`src/lamp_pkg.sv`:
```
`default_nettype none
package lamp_pkg;
    // system clock and lamp blink timebase
    localparam int unsigned CLK_HZ = 100_000_000;
    localparam int unsigned TICK_MS = 500;
    localparam int unsigned TICK_CYCLES = TICK_MS * (CLK_HZ / 1000);
    localparam int unsigned CNT_W = 32;

    // register byte offsets
    localparam logic [7:0] COND_OFFSET = 8'h00;
    localparam logic [7:0] LAMP_OFFSET = 8'h04;

    // condition register layout
    localparam int unsigned COND_W = 18;
    localparam logic [COND_W-1:0] COND_RESET = 18'h00000;
    localparam logic [COND_W-1:0] COND_MASK = 18'h337FF;
    localparam int unsigned C_RUN = 0;
    localparam int unsigned C_HW_UPDATE = 1;
    localparam int unsigned C_STORAGE = 2;
    localparam int unsigned C_OVERTEMP = 3;
    localparam int unsigned C_HEALTH_OK = 4;
    localparam int unsigned C_HALT = 5;
    localparam int unsigned C_SECURE_ERR = 6;
    localparam int unsigned C_SCAN_EN = 7;
    localparam int unsigned C_OVERRIDE = 8;
    localparam int unsigned C_FATAL = 9;
    localparam int unsigned C_FIELDBUS_OK = 10;
    localparam int unsigned C_AGENT = 12;
    localparam int unsigned C_POWER = 16;

    // cloud agent and power states, two-bit fields
    localparam logic [1:0] AGENT_OFF = 2'h0;
    localparam logic [1:0] AGENT_STARTING = 2'h1;
    localparam logic [1:0] AGENT_RUNNING = 2'h2;
    localparam logic [1:0] AGENT_CONNECTED = 2'h3;
    localparam logic [1:0] PWR_ABSENT = 2'h0;
    localparam logic [1:0] PWR_BOOT = 2'h1;
    localparam logic [1:0] PWR_RUNNING = 2'h2;
    localparam logic [1:0] PWR_OFF = 2'h3;

    // lamp vector bit positions, also the lamp readback layout
    localparam int unsigned LAMP_N = 14;
    localparam int unsigned L_MODE = 0;
    localparam int unsigned L_PRESENCE = 1;
    localparam int unsigned L_STORAGE = 2;
    localparam int unsigned L_OVERHEAT = 3;
    localparam int unsigned L_HEALTH = 4;
    localparam int unsigned L_SCAN = 5;
    localparam int unsigned L_OVERRIDE = 6;
    localparam int unsigned L_FATAL = 7;
    localparam int unsigned L_FIELDBUS = 8;
    localparam int unsigned L_ACTIVE = 9;
    localparam int unsigned L_BACKUP = 10;
    localparam int unsigned L_AGENT = 11;
    localparam int unsigned L_PWR_GREEN = 12;
    localparam int unsigned L_PWR_RED = 13;
    localparam int unsigned PHASE_POS = 16;

    typedef struct packed {
        logic [COND_W-1:0] cond;
        logic [CNT_W-1:0] tick_cnt;
        logic [1:0] phase;
        logic [LAMP_N-1:0] lamps;
        logic ack;
        logic [31:0] rdata;
    } lamp_state_t;
endpackage
`default_nettype wire

```
`src/front_panel_status_lamps.sv`:
```
// Overview of operation
// the mode lamp is steady green in run mode and dark in stop mode.
// while hardware is being reprogrammed, mode and scan lamps blink in phase.
// the presence lamp is always dark.
// the storage activity lamp is green while disk activity is seen.
// the overheat lamp is steady red while overtemperature is seen.
// the health lamp is steady green once diagnostics pass, else dark.
// in the halt state the health lamp blinks and every other lamp is dark.
// on a secure boot error health and scan lamps blink in alternation.
// the scan lamp is steady green while output scanning is enabled.
// the override lamp is steady yellow while any override is active.
// the fatal fault lamp is steady red after a fatal fault.
// the fieldbus lamp is green while the fieldbus connection is good.
// the active unit and backup unit lamps are always dark.
// the cloud agent lamp blinks 0.5 Hz starting, 1 Hz running, is steady
//      when connected and dark when off.
// the power lamp blinks green booting, is green running, red when off
//      and dark in reset or without power.
// all blinking comes from one divided timebase and reset darkens lamps.
`default_nettype none
module front_panel_status_lamps
    import lamp_pkg::*;
#(
    parameter int unsigned TICK_LEN = TICK_CYCLES
)
(
    input wire logic clk_i,
    input wire logic rst_i,
    input wire logic wb_cyc_i,
    input wire logic wb_stb_i,
    input wire logic wb_we_i,
    input wire logic [7:0] wb_adr_i,
    input wire logic [31:0] wb_dat_i,
    input wire logic [3:0] wb_sel_i,
    output logic [31:0] wb_dat_o,
    output logic wb_ack_o,
    output logic mode_lamp_green_o,
    output logic presence_lamp_o,
    output logic storage_activity_lamp_o,
    output logic overheat_lamp_red_o,
    output logic health_lamp_green_o,
    output logic output_scan_lamp_green_o,
    output logic override_lamp_o,
    output logic fatal_fault_lamp_o,
    output logic fieldbus_lamp_green_o,
    output logic active_unit_lamp_o,
    output logic backup_unit_lamp_o,
    output logic cloud_agent_lamp_o,
    output logic power_lamp_green_o,
    output logic power_lamp_red_o
);

    if (TICK_LEN < 2)
    begin : g_bad_tick
        $error("TICK_LEN must be at least 2");
    end

    localparam logic [CNT_W-1:0] TICK_LAST = CNT_W'(TICK_LEN - 1);

    lamp_state_t s_q;
    lamp_state_t s_d;
    logic blink_fast;
    logic blink_slow;
    logic req;
    logic [31:0] wr_merged;

    // phase bit 0 gives 1 Hz, bit 1 gives 0.5 Hz, both from one counter
    assign blink_fast = s_q.phase[0];
    assign blink_slow = s_q.phase[1];
    // the ack term keeps a held request from being answered twice
    assign req = wb_cyc_i && wb_stb_i && !s_q.ack;

    always_comb
    begin
        wr_merged = 32'h00000000;
        wr_merged[COND_W-1:0] = s_q.cond;
        for (int i = 0; i < 4; i++)
        begin
            if (wb_sel_i[i])
            begin
                wr_merged[8*i +: 8] = wb_dat_i[8*i +: 8];
            end
        end
    end

    always_comb
    begin
        s_d = s_q;
        s_d.ack = req;

        if (s_q.tick_cnt == TICK_LAST)
        begin
            s_d.tick_cnt = '0;
            s_d.phase = s_q.phase + 2'h1;
        end
        else
        begin
            s_d.tick_cnt = s_q.tick_cnt + CNT_W'(1);
        end

        // commit on the edge at which the master samples ack, while it
        // still holds address, lanes and data
        if (wb_cyc_i && wb_stb_i && s_q.ack && wb_we_i
            && wb_adr_i == COND_OFFSET)
        begin
            s_d.cond = wr_merged[COND_W-1:0] & COND_MASK;
        end
        if (req && !wb_we_i)
        begin
            case (wb_adr_i)
                COND_OFFSET: s_d.rdata = {14'h0000, s_q.cond};
                LAMP_OFFSET: s_d.rdata = {14'h0000, s_q.phase,
                                          2'h0, s_q.lamps};
                default: s_d.rdata = 32'h00000000;
            endcase
        end

        // presence, active and backup lamps are never set
        s_d.lamps = '0;
        if (s_q.cond[C_HALT])
        begin
            s_d.lamps[L_HEALTH] = blink_fast;
        end
        else
        begin
            s_d.lamps[L_MODE] = s_q.cond[C_HW_UPDATE] ? blink_fast
                : s_q.cond[C_RUN];
            s_d.lamps[L_SCAN] = s_q.cond[C_HW_UPDATE] ? blink_fast
                : s_q.cond[C_SCAN_EN];
            s_d.lamps[L_HEALTH] = s_q.cond[C_HEALTH_OK];
            // a boot error outranks reprogramming on the scan lamp
            if (s_q.cond[C_SECURE_ERR])
            begin
                s_d.lamps[L_HEALTH] = blink_fast;
                s_d.lamps[L_SCAN] = !blink_fast;
            end
            s_d.lamps[L_STORAGE] = s_q.cond[C_STORAGE];
            s_d.lamps[L_OVERHEAT] = s_q.cond[C_OVERTEMP];
            s_d.lamps[L_OVERRIDE] = s_q.cond[C_OVERRIDE];
            s_d.lamps[L_FATAL] = s_q.cond[C_FATAL];
            s_d.lamps[L_FIELDBUS] = s_q.cond[C_FIELDBUS_OK];
            case (s_q.cond[C_AGENT +: 2])
                AGENT_STARTING: s_d.lamps[L_AGENT] = blink_slow;
                AGENT_RUNNING: s_d.lamps[L_AGENT] = blink_fast;
                AGENT_CONNECTED: s_d.lamps[L_AGENT] = 1'b1;
                default: s_d.lamps[L_AGENT] = 1'b0;
            endcase
            case (s_q.cond[C_POWER +: 2])
                PWR_BOOT: s_d.lamps[L_PWR_GREEN] = blink_fast;
                PWR_RUNNING: s_d.lamps[L_PWR_GREEN] = 1'b1;
                PWR_OFF: s_d.lamps[L_PWR_RED] = 1'b1;
                default: s_d.lamps[L_PWR_GREEN] = 1'b0;
            endcase
        end
    end

    always_ff @(posedge clk_i)
    begin
        if (rst_i)
        begin
            s_q <= '0;
        end
        else
        begin
            s_q <= s_d;
        end
    end

    assign wb_ack_o = s_q.ack;
    assign wb_dat_o = s_q.rdata;
    assign mode_lamp_green_o = s_q.lamps[L_MODE];
    assign presence_lamp_o = s_q.lamps[L_PRESENCE];
    assign storage_activity_lamp_o = s_q.lamps[L_STORAGE];
    assign overheat_lamp_red_o = s_q.lamps[L_OVERHEAT];
    assign health_lamp_green_o = s_q.lamps[L_HEALTH];
    assign output_scan_lamp_green_o = s_q.lamps[L_SCAN];
    assign override_lamp_o = s_q.lamps[L_OVERRIDE];
    assign fatal_fault_lamp_o = s_q.lamps[L_FATAL];
    assign fieldbus_lamp_green_o = s_q.lamps[L_FIELDBUS];
    assign active_unit_lamp_o = s_q.lamps[L_ACTIVE];
    assign backup_unit_lamp_o = s_q.lamps[L_BACKUP];
    assign cloud_agent_lamp_o = s_q.lamps[L_AGENT];
    assign power_lamp_green_o = s_q.lamps[L_PWR_GREEN];
    assign power_lamp_red_o = s_q.lamps[L_PWR_RED];

    logic live;
    assign live = !s_q.cond[C_HALT];
endmodule
`default_nettype wire

```
`config.mk`:
```
export PLATFORM = sky130hd
export DESIGN_NAME = front_panel_status_lamps
export DESIGN_NICKNAME = d
export VERILOG_FILES = /design/src/lamp_pkg.sv /design/src/front_panel_status_lamps.sv
export SDC_FILE = /design/constraint.sdc
export NUM_CORES = 1
export LEC_CHECK = 0
export BUFFER_PORTS_ARGS = -buffer_cell sky130_fd_sc_hd__buf_2
export CAP_MARGIN = 20
export CORE_MARGIN = 10
export CORE_UTILIZATION = 57
export CTS_CLUSTER_DIAMETER = 150
export CTS_CLUSTER_SIZE = 30
export DETAILED_ROUTE_END_ITERATION = 8
export GPL_ROUTABILITY_DRIVEN = 0
export GPL_TIMING_DRIVEN = 0
export PLACE_DENSITY = 0.85
export SLEW_MARGIN = 0
export SYNTH_ARGS = -nofsm -noshare
export SYNTH_HDL_FRONTEND = slang
export SYNTH_SLANG_ARGS = --single-unit
export TNS_END_PERCENT = 30
```
`constraint.sdc`:
```
create_clock -name clk_i -period 3.43 [get_ports clk_i]
set_input_delay 0.1715 -clock clk_i [delete_from_list [all_inputs] [get_ports clk_i]]
set_output_delay 0.1715 -clock clk_i [all_outputs]
set_load 0.05 [all_outputs]
```
==> impl_summary.md <==
Outcome
The flow ran to the end, and the final reports show no timing, DRC or antenna violations.

Setup path
The reg-to-reg setup timing slack is between 1000 and 1500 ps. For the worst setup path, the data required time is between 3000 and 4000 ps. The critical path goes through ha_1 > nand3_2 > or3_1 > buf_2 > o31ai_2 > buf_4 > buf_4 > nor2_1. The worst register-to-register path ends at s_q[64].

Among the stages of the critical path, the cell type that occurs most often is buf_4. The largest single stage delay on the critical path is roughly 390 ps. Of all nets on the critical path, the largest fanout is 10.

By startpoint and endpoint, the worst setup path is classified as flip-flop to flip-flop. The endpoint kind of the worst setup timing path is a flip-flop. The startpoint of the most critical register-to-register path is s_q[49]. The most critical setup path has its startpoint at s_q[49]. At the worst endpoint, the arrival time is approximately 2400 ps. Measured in cells, the most critical reg-to-reg path has a length of 8.

The cell at the slowest stage of the critical path is dfxtp_1. The nature of the critical path startpoint is a flip-flop.

Hold path
The number of instances on the worst hold path is 2. The min-delay analysis places its worst path in the category input port to flip-flop. For hold timing, the worst endpoint is s_q[83]. In this run the most critical hold path is launched from wb_dat_i[2].

Drt
Using the TritonRoute via totals, the vias-per-cell ratio works out to ~5.7. The routed layout has about 3300 vias. The number of detailed-route iterations in the first pass is 5. The detail route stage leaves a number of antenna-violating nets equal to 0. The final routed DRC violation total is 0. In the final routed layout, each cell accounts on average for 16.11 microns. For this block, the routed nets add up to slightly above 9000 microns of wire. The initial detailed-routing violation count is around 160.

Timing
Adding up every negative setup slack in the final design gives 0 ps. Setup repair after global routing left no endpoint under its margin. The number of endpoints with negative hold slack in the final report is 0.

The achievable frequency is 461.3 MHz. The max-slew violation total from the final report was 0. On the final layout, the worst hold slack is between 20 and 30 ps. The minimum period implied by the final worst setup slack is 2168 ps. The share of the clock period used by the worst path is 0.6320. The count of final setup violators is 0. The maximum clock skew at final layout is 10.93 ps.

Measured against its own limit, the worst slew margin works out to 0.5723. The slew at the pin closest to its max-slew limit is about 640 ps.

Yosys
For this run, the register share of the synthesized area comes to 0.4216. The main flop type after synthesis is dfxtp_1. The post-synthesis instance area is 3656 sq um. In this run, synthesis produced a sequential element count of 77.

The synthesized instance count is a little over 400. The biggest area contributor in the post-synthesis netlist is dfxtp_1. Each instance of the synthesized netlist takes up on average around 8.9 sq um.

In the post-synthesis netlist, the biggest area contributors are dfxtp_1 (42%), buf_4 (7.6%), a21oi_1 (4.1%). The share of synthesized area in the top cell type comes to 0.4216. Synthesis instantiated 44 different standard cells from the library. Of all flip-flops after synthesis, the portion carrying an async set or reset was 0. Counting flops with a built-in enable in the synthesized netlist gives 0. The number of warnings printed during yosys synthesis is 0.

Floorplanning
The initial utilization of the core area, before any placement, comes to 0.5824. The number of ports placed on the die boundary is 96. In this run the vertical extent of the chip is 100.1 microns. The floorplan core area is about 6300 sq um. In this run the core area contains 29 standard-cell rows.

The die is 100.1 microns wide. The overall die area is about 10000 sq um.

Placement
The total of buffers placed on input and output ports is 57. The total instance count after detailed placement is 565. The half-perimeter wire length of the detailed placement result is about 7000 microns. The placement-stage cell area is 4105 sq um.

Clock network
For this design, the sink count on the clock tree is a little under 80. The buffer count from post-CTS setup fixing is 0. The number of gates resized after CTS was 0. The clock root buffer is clkbuf_8.

Clock tree synthesis inserted a total of 9 buffers. The source-to-sink clock delay at the later pin of the worst-skew pair is 360 ps. The number of hold buffers added after CTS was 0.

The clock tree from TritonCTS is yes. No sink is reached through more buffers than the 2 on the longest clock path. The count of H-tree levels built during CTS is 3. The clock slew at the register clock pins of the worst setup and hold paths is 80 ps.

Cells and area
The proportion of layout cells with a drive suffix above 1 is 0.2560. The finished layout holds approximately 580 standard cells, fillers aside. The finished layout cell area is 4313 sq um. In the layout the commonest cells are dfxtp_1 (77), buf_2 (62), buf_4 (37). For this run, the post-layout net count is ~550. The area added between synthesis and finish is 17.97%. Leaving out fill and tap cells, the most frequent cell in the layout is dfxtp_1. The antenna cell count is 0.

Power
The total power after layout is between 1.5 and 2 mW. In this run the power density over the cells is between 400 and 500 nW/um^2. The analysis attributes to cell leakage a power of ~1.7 nW.

The maximum vdd drop is 393.1 uV.

Global route
The initial antenna violation count was 0. For this run, the total global-route usage over all layers was measured as 0.1891. The via count of the first global-routing pass was about 3400. The global-route wire length before repair is 15630 microns.

Summed over all layers, the global routing overflow is 0. Entering global routing, the biggest net connects 15 pins.

Job
The reported max-cap violation count is 0.
[cell type report]
type                    count  area, sq um
plain buffers              56        377.9
inverters                  13        48.80
repair buffers             57        285.3
multi-input cells         285         1755
fillers                   510         1964
well taps                  77        96.34
clock inverters             6        70.07
clock buffers              10        137.6
flip-flops and latches     77         1541
[worst max-delay path: cells and delay by family (launching register included)]
kind | cells | cell delay (ps)
and+or+nand+nor | 3 | 610
buffers and inverters | 3 | 590
DFF | 1 | 390
AOI/OAI and AO/OA | 1 | 260
adders and majority gates | 1 | 210
[layer usage]
metal  vias up  wire, microns  global-route usage
met5         -              0                   0
met4         0            303             0.09783
met3        29            828             0.06181
met2       142           4677              0.3330
met1      1529           3548              0.1961
li1       1634              -                   -
[cells in the mapped netlist, types with 4 or more instances]
library cell   n
a31o_1         5
a21oi_1       30
and4_1         9
xor2_1         6
o21ai_0       16
inv_1         13
clkbuf_1       8
nand2_1       27
nor2_1        27
ha_1           4
buf_4         37
nor4_1         4
nand3_1       20
or4_1         11
a32oi_1       12
or3_1          9
nor3_1         6
buf_2          5
xnor2_1        7
nand4_1       19
dfxtp_1       77
o31ai_1       17
a22oi_1        4
a31o_2         4
and2_1        10
[worst max path at each step]
stage,endpoint,slack (ps)
after floorplan,s_q[56],1530
after global placement,s_q[60],1300
after detailed placement,s_q[64],1270
after CTS,s_q[61],1250
after global routing,s_q[57],1100
final,s_q[64],1260
[flip-flops by register name, summed over array words and instances, names as in the netlist]
register / cells
mode_lamp_green_o: 1
cloud_agent_lamp_o: 1
blink_fast: 1
power_lamp_green_o: 1
wb_dat_o: 16
blink_slow: 1
storage_activity_lamp_o: 1
output_scan_lamp_green_o: 1
fieldbus_lamp_green_o: 1
overheat_lamp_red_o: 1
s_q: 47
health_lamp_green_o: 1
fatal_fault_lamp_o: 1
override_lamp_o: 1
power_lamp_red_o: 1
wb_ack_o: 1
[through the flow]
step	util	setup WS, ps
after floorplan	-	1535
after detailed placement	0.6540	1268
after CTS	0.6871	1250
after global routing	0.6871	1101
after global placement	0.6540	1301
final	0.6871	1262
[logic make-up (layout without fill, tap and decap cells)]
logic type | after synthesis | in the layout | share of synthesized area
other | 1 | 19 | 0.001026
buffers and inverters | 69 | 142 | 0.1167
adder cells (fa/ha/maj) | 4 | 4 | 0.01369
XOR/XNOR | 13 | 13 | 0.03114
flip-flops | 77 | 77 | 0.4216
multiplexers | 1 | 1 | 0.002738
AND/OR/NAND/NOR | 156 | 156 | 0.2461
AO/OA/AOI/OAI | 92 | 92 | 0.1670
[where the power goes]
group	internal [mW]	leakage [nW]	switching (mW)	total [mW]
Sequential	0.896	0.621	0.00369	0.900
Clock	0.359	0.0951	0.352	0.711
Combinational	0.0370	1.02	0.0893	0.126
Total	1.29	1.74	0.445	1.74
Note: power is estimated with default switching activity, not from simulation.
